$ cat src/swrb_regs.svh
// register offsets, field positions, reset values and timing figures
// assumes a 256-byte register window on an ahb-lite bus, 32-bit words
`ifndef SWRB_REGS_SVH
`define SWRB_REGS_SVH

// byte offsets of the register words
`define SWRB_OFF_SW_CONTROL 8'h00
`define SWRB_OFF_CLK_MODE 8'h04
`define SWRB_OFF_BOOT_STATUS 8'h08
`define SWRB_OFF_UP_BRIDGE 8'h0C
`define SWRB_OFF_DN_BRIDGE 8'h10
`define SWRB_OFF_LINK_STATUS 8'h14
`define SWRB_OFF_RESET_STATUS 8'h18

// switch_control_reg fields
`define SWRB_HALT_BIT 0
`define SWRB_LOCK_BIT 1
// bridge_control_reg field
`define SWRB_SBR_BIT 0
// port_clocking_mode_reg field width
`define SWRB_MODE_MSB 1
// clock mode: low bit steers port 0, high bit the other ports
`define SWRB_MODE_PORT0_BIT 0
`define SWRB_MODE_OTHERS_BIT 1

// reset values
`define SWRB_MODE_RST 2'h0
`define SWRB_BOOT_RST 4'h0
`define SWRB_PIN_SYNC_RST 5'h00

// reset priority levels, 1 highest
`define SWRB_PRIO_NONE 3'h0
`define SWRB_PRIO_FUND 3'h1
`define SWRB_PRIO_HOT_TS1 3'h2
`define SWRB_PRIO_HOT_DL 3'h3
`define SWRB_PRIO_UP_SBR 3'h4
`define SWRB_PRIO_DN_SBR 3'h5

// clock figures in mhz
`define SWRB_CORE_CLK_MHZ 250
`define SWRB_REF_LOW_MHZ 100
`define SWRB_REF_HIGH_MHZ 125

// ahb-lite codes
`define SWRB_HSIZE_WORD 3'h2
`define SWRB_RESP_OKAY 1'h0

`endif

$ cat src/swrb_pkg.sv
// types shared by the reset and boot-configuration block
// assumes nothing beyond a systemverilog compiler
package swrb_pkg;

   // kind of reset that a device or port is currently in
   typedef enum logic [2:0] {
      SWRB_KIND_NONE = 3'b000,
      SWRB_KIND_FUND = 3'b001,
      SWRB_KIND_HOT = 3'b010,
      SWRB_KIND_UP_SBR = 3'b011,
      SWRB_KIND_DN_SBR = 3'b100
   } swrb_kind_type;

   // boot configuration vector as captured from the pins
   typedef struct packed {
      logic halt;
      logic [1:0] clk_mode;
      logic ref_sel;
   } swrb_boot_type;

   // device reset status as presented to the core
   typedef struct packed {
      logic halted;
      swrb_kind_type kind;
      logic [2:0] level;
   } swrb_status_type;

endpackage

$ cat src/swrb_sync.sv
// two-flop synchroniser for a group of independent pin levels
// assumes each bit is a slow level; no bus coherence between bits
`timescale 1ns/1ps
module swrb_sync #(
   parameter int W = 1,
   parameter logic [W-1:0] RST = '0
) (
   input wire logic clk,
   input wire logic rst_n,
   input wire logic [W-1:0] d,
   output logic [W-1:0] q
);
   logic [W-1:0] meta; // first stage, read only by q

   // two stages, reset to a constant
   always_ff @(posedge clk or negedge rst_n) begin
      if (!rst_n) begin
         meta <= RST;
         q <= RST;
      end else begin
         meta <= d;
         q <= meta;
      end
   end
endmodule

$ cat src/swrb_top.sv
// reset arbiter, sticky registers and boot capture of a packet switch
// assumes hclk is the 250 mhz core clock and an ahb-lite master
`timescale 1ns/1ps
`include "swrb_regs.svh"
module swrb_top
   import swrb_pkg::*;
#(
   parameter int NPORTS = 8
) (
   input wire logic hclk,
   input wire logic hresetn,
   input wire logic hsel,
   input wire logic [31:0] haddr,
   input wire logic [1:0] htrans,
   input wire logic hwrite,
   input wire logic [2:0] hsize,
   input wire logic [31:0] hwdata,
   input wire logic hready,
   output logic hreadyout,
   output logic hresp,
   output logic [31:0] hrdata,
   input wire logic global_reset_n,
   input wire logic ref_freq_select,
   input wire logic [1:0] port_clock_mode_pins,
   input wire logic reset_halt,
   input wire logic hot_reset_ts1,
   input wire logic upstream_dl_down,
   output swrb_status_type rst_status,
   output logic fund_reset,
   output logic hot_reset,
   output logic [NPORTS-1:0] port_reset,
   output logic [NPORTS-1:0] common_clock,
   output logic ref_is_125
);

   // table of initial common-clock bits for a clock mode
   function automatic logic [NPORTS-1:0] cc_map(input logic [1:0] m);
      logic [NPORTS-1:0] v;
      v = {NPORTS{m[`SWRB_MODE_OTHERS_BIT]}};
      v[0] = m[`SWRB_MODE_PORT0_BIT];
      return v;
   endfunction

   // ---- pin synchronisers ----
   logic [4:0] pins_sync; // synchronised pin group
   logic glob_ok; // global reset pin released
   swrb_boot_type pin_boot; // live boot pins after synchroniser

   swrb_sync #(.W(5), .RST(`SWRB_PIN_SYNC_RST)) u_sync (
      .clk(hclk),
      .rst_n(hresetn),
      .d({global_reset_n, reset_halt, port_clock_mode_pins,
          ref_freq_select}),
      .q(pins_sync)
   );
   assign glob_ok = pins_sync[4];
   assign pin_boot = swrb_boot_type'(pins_sync[3:0]);

   // ---- registers ----
   swrb_boot_type boot; // captured boot vector
   logic halt; // reset halt bit
   logic lock; // locks the clock-mode override
   logic [1:0] clk_mode; // port_clocking_mode_reg
   logic up_sbr; // upstream bridge secondary reset bit
   logic [NPORTS-1:0] dn_sbr; // downstream bridge reset bits
   logic [2:0] dev_level; // current winning priority
   swrb_kind_type dev_kind; // current device-wide reset kind
   logic fund_live; // fundamental reset condition now
   logic dev_wide; // fundamental or hot reset in force

   // ---- ahb-lite slave ----
   logic addr_ok; // address phase accepted
   logic dp_wr; // write data phase pending
   logic rd_wait; // read wait cycle, loads hrdata
   logic [7:0] dp_addr; // registered byte offset
   logic [31:0] rd_mux; // read data for dp_addr
   logic wr_ctrl, wr_mode, wr_up, wr_dn; // write strobes per register

   assign addr_ok = hsel & htrans[1] & hready;
   assign hreadyout = !rd_wait; // reads take one wait state
   assign hresp = `SWRB_RESP_OKAY;
   // capture the address phase
   always_ff @(posedge hclk or negedge hresetn) begin
      if (!hresetn) begin
         dp_wr <= 1'b0;
         rd_wait <= 1'b0;
         dp_addr <= 8'h00;
      end else begin
         dp_wr <= addr_ok & hwrite & (hsize == `SWRB_HSIZE_WORD);
         rd_wait <= addr_ok & !hwrite;
         if (addr_ok) begin
            dp_addr <= haddr[7:0];
         end
      end
   end

   // write strobes, decoded once the data phase is on the bus
   always_comb begin
      wr_ctrl = 1'b0;
      wr_mode = 1'b0;
      wr_up = 1'b0;
      wr_dn = 1'b0;
      if (!dp_wr) begin
         wr_ctrl = 1'b0; // no write pending
      end else if (dp_addr == `SWRB_OFF_SW_CONTROL) begin
         wr_ctrl = 1'b1;
      end else if (dp_addr == `SWRB_OFF_CLK_MODE) begin
         wr_mode = 1'b1;
      end else if (dp_addr == `SWRB_OFF_UP_BRIDGE) begin
         wr_up = 1'b1;
      end else if (dp_addr == `SWRB_OFF_DN_BRIDGE) begin
         wr_dn = 1'b1;
      end
   end

   // read mux; unmapped offsets read zero
   always_comb begin
      rd_mux = 32'h0000_0000;
      if (dp_addr == `SWRB_OFF_SW_CONTROL) begin
         rd_mux[`SWRB_HALT_BIT] = halt;
         rd_mux[`SWRB_LOCK_BIT] = lock;
      end else if (dp_addr == `SWRB_OFF_CLK_MODE) begin
         rd_mux = 32'(clk_mode);
      end else if (dp_addr == `SWRB_OFF_BOOT_STATUS) begin
         rd_mux = 32'(boot); // boot pins as captured
      end else if (dp_addr == `SWRB_OFF_UP_BRIDGE) begin
         rd_mux[`SWRB_SBR_BIT] = up_sbr;
      end else if (dp_addr == `SWRB_OFF_DN_BRIDGE) begin
         rd_mux = 32'(dn_sbr);
      end else if (dp_addr == `SWRB_OFF_LINK_STATUS) begin
         rd_mux = 32'(common_clock);
      end else if (dp_addr == `SWRB_OFF_RESET_STATUS) begin
         rd_mux = 32'(rst_status);
      end
   end

   // read data flop, loaded in the wait cycle
   always_ff @(posedge hclk or negedge hresetn) begin
      if (!hresetn) begin
         hrdata <= 32'h0000_0000;
      end else if (rd_wait) begin
         hrdata <= rd_mux;
      end
   end

   // ---- boot capture ----
   assign fund_live = !glob_ok;
   // boot vector follows the pins only while the global reset holds
   always_ff @(posedge hclk or negedge hresetn) begin
      if (!hresetn) begin
         boot <= swrb_boot_type'(`SWRB_BOOT_RST);
      end else if (fund_live) begin
         boot <= pin_boot; // sampled only in fundamental reset
      end
   end

   // reference clock choice for the pll, fixed by the strap
   always_ff @(posedge hclk or negedge hresetn) begin
      if (!hresetn) begin
         ref_is_125 <= 1'b0;
      end else begin
         ref_is_125 <= boot.ref_sel; // 100 or 125 mhz reference
      end
   end

   // ---- sticky control ----
   // halt: strap sets it in fundamental reset, software only clears
   always_ff @(posedge hclk or negedge hresetn) begin
      if (!hresetn) begin
         halt <= 1'b0;
      end else if (fund_live) begin
         halt <= pin_boot.halt; // set wins over a clearing write
      end else if (wr_ctrl && !hwdata[`SWRB_HALT_BIT]) begin
         halt <= 1'b0; // cleared by the smbus master
      end
   end

   // lock bit, switch sticky
   always_ff @(posedge hclk or negedge hresetn) begin
      if (!hresetn) begin
         lock <= 1'b0;
      end else if (fund_live) begin
         lock <= 1'b0; // fundamental reset or a write of zero restores it
      end else if (wr_ctrl) begin
         lock <= hwdata[`SWRB_LOCK_BIT];
      end
   end

   // clock mode: strap value, then writable while unlocked
   always_ff @(posedge hclk or negedge hresetn) begin
      if (!hresetn) begin
         clk_mode <= `SWRB_MODE_RST;
      end else if (fund_live) begin
         clk_mode <= pin_boot.clk_mode;
      end else if (wr_mode && !lock) begin
         // writes land through smbus or eeprom loader
         clk_mode <= hwdata[`SWRB_MODE_MSB:0];
      end
   end

   // per-port common-clock bits of link_status_reg
   always_ff @(posedge hclk or negedge hresetn) begin
      if (!hresetn) begin
         common_clock <= '0;
      end else begin
         // one means shared reference clock advertised
         common_clock <= cc_map(clk_mode);
      end
   end

   // ---- bridge reset bits, cleared by any device-wide reset ----
   assign dev_wide = (dev_kind == SWRB_KIND_FUND) ||
                     (dev_kind == SWRB_KIND_HOT) || fund_live;

   always_ff @(posedge hclk or negedge hresetn) begin
      if (!hresetn) begin
         up_sbr <= 1'b0;
      end else if (dev_wide) begin
         up_sbr <= 1'b0;
      end else if (wr_up) begin
         up_sbr <= hwdata[`SWRB_SBR_BIT];
      end
   end

   // port 0 is the upstream port and has no downstream bit
   always_ff @(posedge hclk or negedge hresetn) begin
      if (!hresetn) begin
         dn_sbr <= '0;
      end else if (dev_wide) begin
         dn_sbr <= '0;
      end else if (wr_dn) begin
         dn_sbr <= hwdata[NPORTS-1:0] & ~NPORTS'(1);
      end
   end

   // ---- reset arbiter ----
   logic [2:0] next_level; // winning priority this cycle
   swrb_kind_type next_kind; // reset type of the winner
   logic [NPORTS-1:0] next_port; // per-port reset next cycle
   // priority encoder, evaluated anew every cycle
   always_comb begin
      next_level = `SWRB_PRIO_NONE;
      next_kind = SWRB_KIND_NONE;
      if (fund_live || halt) begin
         next_level = `SWRB_PRIO_FUND;
         next_kind = SWRB_KIND_FUND;
      end else if (hot_reset_ts1) begin
         next_level = `SWRB_PRIO_HOT_TS1;
         next_kind = SWRB_KIND_HOT;
      end else if (upstream_dl_down) begin
         next_level = `SWRB_PRIO_HOT_DL;
         next_kind = SWRB_KIND_HOT;
      end else if (up_sbr) begin
         next_level = `SWRB_PRIO_UP_SBR;
         next_kind = SWRB_KIND_UP_SBR;
      end else if (|dn_sbr) begin
         next_level = `SWRB_PRIO_DN_SBR;
         next_kind = SWRB_KIND_DN_SBR;
      end
   end

   // per-port reset: device-wide kinds hit all ports
   always_comb begin
      next_port = '0;
      if (next_kind == SWRB_KIND_FUND || next_kind == SWRB_KIND_HOT) begin
         next_port = '1;
      end else if (next_kind == SWRB_KIND_UP_SBR) begin
         next_port = ~NPORTS'(1); // all ports below the upstream port
      end else begin
         next_port = dn_sbr; // only the port concerned
      end
   end

   // the winner takes effect on the next edge, no settling
   always_ff @(posedge hclk or negedge hresetn) begin
      if (!hresetn) begin
         dev_level <= `SWRB_PRIO_FUND;
         dev_kind <= SWRB_KIND_FUND;
         port_reset <= '1;
      end else begin
         dev_level <= next_level;
         dev_kind <= next_kind;
         port_reset <= next_port;
      end
   end

   // status outputs, all from flops
   assign rst_status = '{halted: halt, kind: dev_kind, level: dev_level};
   assign fund_reset = (dev_kind == SWRB_KIND_FUND);
   assign hot_reset = (dev_kind == SWRB_KIND_HOT);

   // core logic clocked by the 250 mhz core clock
   localparam int CORE_MHZ = `SWRB_CORE_CLK_MHZ;
endmodule

$ cat config.mk
export PLATFORM = sky130hd
export DESIGN_NAME = swrb_top
export DESIGN_NICKNAME = d
export VERILOG_FILES = /design/src/swrb_pkg.sv /design/src/swrb_sync.sv /design/src/swrb_top.sv
export VERILOG_INCLUDE_DIRS = /design/src
export SDC_FILE = /design/constraint.sdc
export NUM_CORES = 1
export LEC_CHECK = 0
export ABC_AREA = 0
export BUFFER_PORTS_ARGS = -buffer_cell sky130_fd_sc_hd__buf_2
export CAP_MARGIN = 20
export CORE_AREA = 2 2 79 81
export DETAILED_ROUTE_END_ITERATION = 7
export DIE_AREA = 0 0 81 83
export PLACE_DENSITY = 0.83
export SETUP_SLACK_MARGIN = 0.02
export SYNTH_ARGS = -nofsm -noshare
export SYNTH_HDL_FRONTEND = slang
export SYNTH_SLANG_ARGS = --single-unit
$ cat constraint.sdc
create_clock -name hclk -period 3.2 [get_ports hclk]
set_input_delay 0.16 -clock hclk [delete_from_list [all_inputs] [get_ports hclk]]
set_output_delay 0.16 -clock hclk [all_outputs]
set_load 0.005 [all_outputs]
Yosys cells after proc, flatten, opt, wreduce, memory -nomap -nowiden --
Index checks and enable logic that the tools add are counted.
Word-level totals: bits in registers 86, output and inout port bits 60
Cells by class: bitwise logic cells 5, equal/unequal tests 15, reduce and logical (&&, ||, !) cells 15, muxes and demuxes 45
Operators with widths (number):
- 32-bit 2-to-1 mux | 3
- 8-bit 2-to-1 mux | 5
- 31-bit 2-to-1 mux | 1
- 3-bit 2-to-1 mux | 10
- 30-bit 2-to-1 mux | 1
- 8-bit by 5-bit equality test with 1-bit output, second input constant | 3
- 1-bit 2-to-1 mux | 21
- 8-bit by 4-bit equality test with 1-bit output, second input constant | 2
- 3-bit by 2-bit equality test with 1-bit output, second input constant | 4
- 8-bit by 3-bit equality test with 1-bit output, second input constant | 1
- 8-bit logical NOT | 1
- 8-bit OR reduction | 1
- 7-bit 2-to-1 mux | 1
- 3-bit by 1-bit equality test with 1-bit output, second input constant | 2
- 2-bit 2-to-1 mux | 3
- 2-bit != test, second input constant | 3
- 1-bit bitwise AND | 5
- 1-bit logical NOT | 5
- 1-bit logical OR | 4
- 2-bit nonzero test | 2
- 1-bit logical AND | 2

Longest topological paths before layout --
Gate-level depths: netlist (run 1).
word-level depth 9, gate-level depth with buffers 6

Cells and area by module --
A second synthesis (run 1) with hierarchy kept.
Unflattened totals: cells, all modules 242, area total of the unflattened synthesis 2765.2 µm²
Modules (own cells, without submodules):
- swrb_top | area each 2514.9 µm², sequential area each 1288.7 µm², cells an instance 232, instances 1
- swrb_sync | area each 250.2 µm², sequential area each 250.2 µm², cells an instance 10, instances 1

Worst setup path before layout (run 1) --
OpenSTA, ideal clock, no wires.
path type register -> register, from register dp_addr[2], to register dn_sbr[1], cell stages (with the launch flop) 6, path buffers 1, slack 1828 ps, arrival time 1243 ps, setup time 128 ps, cells stage by stage dfrtp_1 > clkbuf_8 > nor3b_4 > nand4_1 > nand2_1 > a21oi_1
On the way: longest elaborated chain between the ends 7
Ends and longest elaborated chain:
- start, declared | RTL line swrb_top.sv:75 | logic [7:0] dp_addr;
- start signal, assigned | RTL line swrb_top.sv:92 | dp_addr <= haddr[7:0];
- 8-bit by 5-bit equality test with 1-bit output (no line)
- 1-bit 2-to-1 mux | RTL line swrb_top.sv:111 | end else if (dp_addr == `SWRB_OFF_DN_BRIDGE) begin
- 1-bit 2-to-1 mux | RTL line swrb_top.sv:109 | end else if (dp_addr == `SWRB_OFF_UP_BRIDGE) begin
- 1-bit 2-to-1 mux | RTL line swrb_top.sv:107 | end else if (dp_addr == `SWRB_OFF_CLK_MODE) begin
- 1-bit 2-to-1 mux * | RTL line swrb_top.sv:105 | end else if (dp_addr == `SWRB_OFF_SW_CONTROL) begin
- 1-bit 2-to-1 mux * | RTL line swrb_top.sv:103 | if (!dp_wr) begin
- 2-bit nonzero test (no line) *
- end signal, assigned | RTL line swrb_top.sv:232 | dn_sbr <= hwdata[NPORTS-1:0] & ~NPORTS'(1);
- end, declared | RTL line swrb_top.sv:65 | logic [NPORTS-1:0] dn_sbr;
Every way passes the cells marked *; elsewhere a longest branch is shown, timed or not. A chain may end at the register's enable or synchronous reset.

Worst setup path after layout (run 1) --
from register dp_addr[2], to register dn_sbr[5]
Same word-level chain as after synthesis.

==> results of run 1 <==
## cell usage after synthesis (4+ instances only)
library cell,instances
nor2_1,12
dfrtp_1,51
nand2_1,19
nor2b_1,5
nor3_1,4
buf_4,33
mux2i_1,9
or3_1,10
a21oi_1,13
nand3_1,12
o2bb2ai_1,4
mux2_2,11
dfstp_2,10
buf_2,4
## placed cells by master, fill, tap and decap left out, types with 2 or more instances in the layout
cell	instances
buf_2	66
dfrtp_1	51
conb_1	25
nand2_1	19
a21oi_1	13
nor2_1	12
nand3_1	12
mux2_2	11
or3_1	10
clkbuf_8	10
dfstp_2	10
mux2i_1	9
dlygate4sd3_1	8
nor2b_1	5
nor3_1	4
o2bb2ai_1	4
bufinv_16	4
nor3b_1	3
nand2b_1	3
o21ai_0	3
a22oi_1	3
inv_1	2
and2_2	2
nand4_1	2
a2bb2oi_1	2
a41oi_1	2
o21ai_1	2
## cell families after synthesis
family / Yosys count / synth area share
flops: 61 / 0.5581
buf+inv: 43 / 0.1116
compound gates: 37 / 0.08939
other cells: 1 / 0.001360
mux: 20 / 0.07759
simple gates: 80 / 0.1620
## metal layers
| metal | global-route usage | share of wire | up-vias |
|---|---|---|---|
| li1 | - | - | 937 |
| met3 | 0.07826 | 0.091 | 8 |
| met2 | 0.2930 | 0.50 | 82 |
| met5 | 0 | 0 | - |
| met4 | 0.06780 | 0.016 | 0 |
| met1 | 0.2288 | 0.39 | 982 |
## cell type report
type	instances	area (um2)
Timing Repair Buffer	75	417.9
Sequential cell	61	1539
Fill cell	492	2481
Clock buffer	10	137.6
Tap cell	75	93.84
Clock inverter	6	133.9
Multi-Input combinational cell	162	1001
Inverter	3	11.26
## registers in the layout, indices dropped and copies added (netlist names)
| name | cells |
|---|---|
| boot | 4 |
| clk_mode | 2 |
| common_clock | 2 |
| dev_kind | 3 |
| dev_level | 3 |
| dn_sbr | 7 |
| dp_addr | 8 |
| dp_wr | 1 |
| halt | 1 |
| hrdata | 8 |
| lock | 1 |
| port_reset | 8 |
| rd_wait | 1 |
| ref_is_125 | 1 |
| u_sync.meta | 5 |
| u_sync.q | 5 |
| up_sbr | 1 |
## power groups by stage
stage | sequential [mW] | combinational [mW] | clock, mW
2_1_floorplan | 0.876 | 0.186 | 0
3_3_place_gp | 0.905 | 0.204 | 0
3_5_place_dp | 0.907 | 0.211 | 0
4_1_cts | 0.893 | 0.219 | 0.936
5_1_grt | 0.901 | 0.245 | 0.979
6_report | 0.895 | 0.217 | 0.922
## worst paths after layout
path / from / endpoint / slack (ps) / cells past startpoint
max: dp_addr[2]$_DFFE_PN0P_ / dn_sbr[5]$_DFFE_PN0P_ / 1220 / 4
min: haddr[6] / dp_addr[6]$_DFFE_PN0P_ / 50 / 2
max reg2reg: dp_addr[2]$_DFFE_PN0P_ / dn_sbr[5]$_DFFE_PN0P_ / 1220 / 4
min reg2reg: u_sync.meta[2]$_DFF_PN0_ / u_sync.q[2]$_DFF_PN0_ / 350 / 0
max in group asynchronous: hresetn / dp_addr[2]$_DFFE_PN0P_ / 1940 / 3
min in group asynchronous: hresetn / boot[0]$_DFFE_PN0N_ / 430 / 2
==> run summary, run 1 <==
Sequential share of power - 0.440
Vias in the first global route - 1953
Vias/cell - 5.125
Routed length per instance - 14.61 um
Ys flop type - dfrtp_1
Worst slew margin - 0.4575
Root buf cell - clkbuf_8
Tcrit/Tclk final - 0.6176
Final hold violation count - 0
Highest cell delay on the worst timing path - 630 ps
Area after DPL - 2983 um2
Hold WC Path Type - in2reg
Total Routing Usage GR - 0.1869
Final hold slack - 47.53 ps
Final Max Slew Viols - 0
Largest net degree at the start of global routing - 38
Critical path data required time - 3420 ps
Max Freq - 506.0 MHz
Initial antenna violation count - 0
DP Cell Count - 368
CP Capture Type - flip-flop
Outcome - finished clean
Slowest CP cell - dfrtp_1
Initial Util - 0.4742
Startpoint type of the worst setup path - flip-flop
Area growth, synth to finish - 20.92%
Synth top area cells - dfrtp_1 46%, dfstp_2 9.5%, buf_4 9.0%, mux2_2 4.5%, mux2i_1 3.3%
WP data arrival - 2200 ps
Post-CTS Hold Buffers - 8
Yosys warning total - 0
Area leader, netlist - dfrtp_1
CTS tree - done
CP Buf/Inv Count - 0
Post-Syn Instances - 242
TritonCTS buffer count - 9
Post-synth cell types - 45
Kind of critical path - reg2reg
Initial DRC Count - 164
Switching Share - 0.2372
Async SR Flop Fraction - 1.000
Clock Power Share - 0.453
Power share of the combinational group - 0.107
H-tree levels - 3
Gpl congestion - 0.7993
Cell Area, Synth - 2758 um2
Post-DRT Antenna Nets - 0
Longest Clk Path Bufs - 2
Pwr Density - 610.0 nW/um2
Die Ht - 83 um
Global route total overflow - 0
Overall Power - 2.034 mW
DP Wirelength - 4080 um
FF+latch count, synth - 61
Pre-CTS setup slack - 1285 ps
Post_cts resized - 0
Die ar. - 6723 um2
Post-route setup slack - 1224 ps
DRC errors left - 0
Crit-path cells - nor3b_4 > nand4_1 > nand2_1 > a21oi_1
Min Tclk post-route - 1976 ps
CP top delay family - simple AND/OR/NAND/NOR gates
Worst-Margin Slew - 813.8 ps
I/O pin count - 141
Finished Layout Cells - 392
Design Area, Final - 3334 um2
Max-cap violations - 0
Max IR drop VDD - 0.3308 mV
Switch Pwr - 0.4824 mW
P_int - 1.552 mW
DR vias - 2009
# port buffers - 66
CORE AREA - 5816 um2
Clock slew at reported path FFs - 70 ps
WL final - 5727 um
Nets - 393
Final core utilization - 0.5734
Post-synthesis area per instance - 11.40 um2
Router iterations before antenna repair - 4
Final setup violation count - 0
Clk_lat worst skew - 350 ps
RSZ-0062 raised after global routing - no
Max FO, Critical Path - 18
Synth top area share - 0.4628
Register area share after synthesis - 0.5581
# rows - 28
Layout cell share with drive strength beyond 1 - 0.3438
Clk_skew - 8.316 ps
Die Span X - 81 um
Pleak - 1.552 nW
Ant diodes - 0
Clock Sinks - 61
# Post-CTS Setup Buffers - 0
Setup TNS - 0 ps
Post-synth EDFFs - 0
First-pass GRT wire length - 9466 um
No activity file was read; power rests on OpenSTA's default activity.
==> run 2: changes to the inputs <==
--- a/config.mk
+++ b/config.mk
@@ -6,13 +6,13 @@
 export SDC_FILE = /design/constraint.sdc
 export NUM_CORES = 1
 export LEC_CHECK = 0
-export ABC_AREA = 0
+export ABC_AREA = 1
 export BUFFER_PORTS_ARGS = -buffer_cell sky130_fd_sc_hd__buf_2
 export CAP_MARGIN = 20
-export CORE_AREA = 2 2 79 81
+export CORE_AREA = 2 2 86 88
 export DETAILED_ROUTE_END_ITERATION = 7
-export DIE_AREA = 0 0 81 83
-export PLACE_DENSITY = 0.83
+export DIE_AREA = 0 0 88 90
+export PLACE_DENSITY = 0.74
 export SETUP_SLACK_MARGIN = 0.02
 export SYNTH_ARGS = -nofsm -noshare
 export SYNTH_HDL_FRONTEND = slang
==> constraint.sdc (replaced) <==
create_clock -name hclk -period 1.8 [get_ports hclk]
set_input_delay 0.09 -clock hclk [delete_from_list [all_inputs] [get_ports hclk]]
set_output_delay 0.09 -clock hclk [all_outputs]
set_load 0.005 [all_outputs]
==> run 2 against run 1 <==
  * Register-to-register slack worse by 980 ps
  * Die area up 18%
  * Clock power up 29%
  * Clock skew down 1.6 ps
  * Clock-buffer cell count up 5
  * Hold slack worse by 31 ps
  * Highest routed layer unchanged
==> run summary, run 2 <==
Outcome - finished clean (unchanged)
Gpl congestion - 0.9316 (was 0.7993)
WP data arrival - 1820 ps (was 2200 ps)
Design Area, Final - 3503 um2 (was 3334 um2)
Setup TNS - 0 ps (unchanged)
CTS tree - done (unchanged)
Final Max Slew Viols - 0 (unchanged)
Post-synth EDFFs - 0 (unchanged)
Pre-CTS setup slack - 205.6 ps (was 1285 ps)
Crit-path cells - inv_1 > nand2_1 > nor2_1 > nand3_1 > and2_1 > o21ai_0 > nand2_1 > nand2_1 (was nor3b_4 > nand4_1 > nand2_1 > a21oi_1)
Hold WC Path Type - in2reg (unchanged)
Finished Layout Cells - 493 (was 392)
Largest net degree at the start of global routing - 62 (was 38)
Layout cell share with drive strength beyond 1 - 0.2919 (was 0.3438)
Post-DRT Antenna Nets - 0 (unchanged)
Die Ht - 90 um (was 83 um)
Clock slew at reported path FFs - 60 ps (was 70 ps)
Vias/cell - 4.505 (was 5.125)
Max-cap violations - 0 (unchanged)
First-pass GRT wire length - 10090 um (was 9466 um)
Vias in the first global route - 2222 (was 1953)
Max IR drop VDD - 0.4709 mV (was 0.3308 mV)
Sequential share of power - 0.492 (was 0.440)
Ys flop type - dfrtp_1 (unchanged)
Tcrit/Tclk final - 0.8627 (was 0.6176)
Largest registers - dp_addr x8, hrdata x8, port_reset x8 (unchanged)
Post-route setup slack - 247.2 ps (was 1224 ps)
Register area share after synthesis - 0.5533 (was 0.5581)
R2R setup slack - 250 ps (was 1220 ps)
Area growth, synth to finish - 25.96% (was 20.92%)
FF+latch count, synth - 61 (unchanged)
Min Tclk post-route - 1553 ps (was 1976 ps)
CP top delay family - simple AND/OR/NAND/NOR gates (unchanged)
CP startpoint - dp_addr[0]$_DFFE_PN0P_ (was dp_addr[2]$_DFFE_PN0P_)
CP Capture Type - flip-flop (unchanged)
H-tree levels - 3 (unchanged)
Yosys warning total - 0 (unchanged)
Cell Area, Synth - 2781 um2 (was 2758 um2)
Count leader, synth - dfrtp_1 (unchanged)
Ant diodes - 0 (unchanged)
DP Wirelength - 4314 um (was 4080 um)
Routed length per instance - 12.37 um (was 14.61 um)
Initial antenna violation count - 0 (unchanged)
Clock Power Share - 0.380 (was 0.453)
Area after DPL - 3102 um2 (was 2983 um2)
Post-synth top cells - 51 x dfrtp_1, 44 x nand2_1, 35 x nor2_1 (was 51 x dfrtp_1, 33 x buf_4, 19 x nand2_1)
CORE AREA - 7020 um2 (was 5816 um2)
Initial DRC Count - 179 (was 164)
Critical Path End - hrdata[3]$_DFFE_PN0P_ (was dn_sbr[5]$_DFFE_PN0P_)
DRC errors left - 0 (unchanged)
Reg-to-Reg End - hrdata[3]$_DFFE_PN0P_ (was dn_sbr[5]$_DFFE_PN0P_)
I/O pin count - 141 (unchanged)
Min-delay src - haddr[5] (was haddr[6])
Longest Clk Path Bufs - 2 (unchanged)
Power share of the combinational group - 0.127 (was 0.107)
Area leader, netlist - dfrtp_1 (unchanged)
Kind of critical path - reg2reg (unchanged)
Post-Syn Instances - 301 (was 242)
Clk_skew - 6.759 ps (was 8.316 ps)
Async SR Flop Fraction - 1.000 (unchanged)
WL final - 6097 um (was 5727 um)
Post-synth cell types - 32 (was 45)
Most common cell after layout, fill and taps aside - buf_2 (unchanged)
Switch Pwr - 0.7703 mW (was 0.4824 mW)
Reg2reg start - dp_addr[0]$_DFFE_PN0P_ (was dp_addr[2]$_DFFE_PN0P_)
Post_cts resized - 0 (unchanged)
CP Buf/Inv Count - 1 (was 0)
Total Routing Usage GR - 0.1654 (was 0.1869)
Final hold slack - 16.46 ps (was 47.53 ps)
Clock Sinks - 61 (unchanged)
Final core utilization - 0.4990 (was 0.5734)
Global route total overflow - 0 (unchanged)
Max FO, Critical Path - 6 (was 18)
Pwr Density - 893.8 nW/um2 (was 610.0 nW/um2)
Synth top area share - 0.4588 (was 0.4628)
Pleak - 1.774 nW (was 1.552 nW)
Max Freq - 644.0 MHz (was 506.0 MHz)
TritonCTS buffer count - 9 (unchanged)
Initial Util - 0.3962 (was 0.4742)
Most used cell, CP - nand2_1
Nets - 470 (was 393)
Clk_lat worst skew - 330 ps (was 350 ps)
Router iterations before antenna repair - 4 (unchanged)
Critical path data required time - 2070 ps (was 3420 ps)
P_int - 2.361 mW (was 1.552 mW)
Die ar. - 7920 um2 (was 6723 um2)
WP depth - 8 (was 4)
Slowest CP cell - dfrtp_1 (unchanged)
DP Cell Count - 457 (was 368)
Die Span X - 88 um (was 81 um)
DR vias - 2221 (was 2009)
RSZ-0062 raised after global routing - no (unchanged)
# port buffers - 66 (unchanged)
Final setup violation count - 0 (unchanged)
# rows - 31 (was 28)
Highest cell delay on the worst timing path - 380 ps (was 630 ps)
Root buf cell - clkbuf_8 (unchanged)
Post-synthesis area per instance - 9.241 um2 (was 11.40 um2)
Overall Power - 3.131 mW (was 2.034 mW)
Startpoint type of the worst setup path - flip-flop (unchanged)
Commonest non-fill, non-tap cells in the layout - 66 x buf_2, 51 x dfrtp_1, 44 x nand2_1 (was 66 x buf_2, 51 x dfrtp_1, 25 x conb_1)
Reg2Reg Depth - 8 (was 4)
Final hold violation count - 0 (unchanged)
Synth top area cells - dfrtp_1 46%, dfstp_2 9.4%, buf_4 8.6%, nand2_1 5.9%, nor2_1 4.7% (was dfrtp_1 46%, dfstp_2 9.5%, buf_4 9.0%, mux2_2 4.5%, mux2i_1 3.3%)
Switching Share - 0.2460 (was 0.2372)
-- run 2: cell count changes after synthesis, moves of 7 or more --
cell     previous run  this run
mux2i_1             9         0
or3_1              10         0
nand2_1            19        44
o21ai_0             3        16
nand3_1            12        25
inv_1               2        33
mux2_2             11         1
o21ai_2             0         7
nor2_1             12        35
-- run 2: final cells by class --
class | count | area (um2)
Tap cell | 99 | 123.9
Timing Repair Buffer | 90 | 578.1
Clock inverter | 1 | 30.03
Clock buffer | 15 | 166.4
Fill cell | 635 | 3517
Multi-Input combinational cell | 193 | 938.4
Sequential cell | 61 | 1539
Inverter | 34 | 127.6
-- run 2: routing by layer --
metal,GRT usage,share of wire,vias to the layer above
met5,0,0,-
met1,0.1970,0.42,1026
met3,0.06887,0.073,18
met2,0.2544,0.48,95
li1,-,-,1082
met4,0.08205,0.030,0
-- run 2: worst min-delay path by stage --
stage / to / slack (ps) / cells after the start
after floorplan: boot[0]$_DFFE_PN0N_ / -210 / 0
after global placement: u_sync.meta[3]$_DFF_PN0_ / 120 / 2
after detailed placement: u_sync.meta[3]$_DFF_PN0_ / 130 / 2
after CTS: dp_addr[5]$_DFFE_PN0P_ / 0.3 / 3
after global routing: dp_addr[1]$_DFFE_PN0P_ / 1 / 3
final: dp_addr[5]$_DFFE_PN0P_ / 20 / 3
-- run 2: cells by family (layout without fill, tap and decap cells) --
group,after synthesis,after routing,share of synthesized area
muxes,1,1,0.004048
buffers and inverters,71,140,0.1417
AOI/OAI and AO/OA,45,45,0.09852
other,1,25,0.001348
and+or+nand+nor,122,122,0.2011
DFF,61,61,0.5533
-- run 2: worst register-to-register path: stages (launching register included) --
cell and delay, ps:
dfrtp_1 380, inv_1 70, nand2_1 160, nor2_1 250, nand3_1 230, and2_1 210
o21ai_0 70, nand2_1 70, nand2_1 50
-- run 2: power by group through the flow --
| stage | sequential (mW) | combinational [mW] | clock [mW] |
|---|---|---|---|
| 6_report | 1.54 | 0.399 | 1.19 |
| 5_1_grt | 1.55 | 0.450 | 1.30 |
| 2_1_floorplan | 1.55 | 0.258 | 0 |
| 4_1_cts | 1.54 | 0.384 | 1.23 |
| 3_3_place_gp | 1.56 | 0.344 | 0 |
| 3_5_place_dp | 1.56 | 0.356 | 0 |
-- run 2: repair_timing --
item	in CTS	in global routing
setup endpoints to repair	0	1
hold endpoints to repair	66	0
setup buffers	0	3
hold buffers	17	0
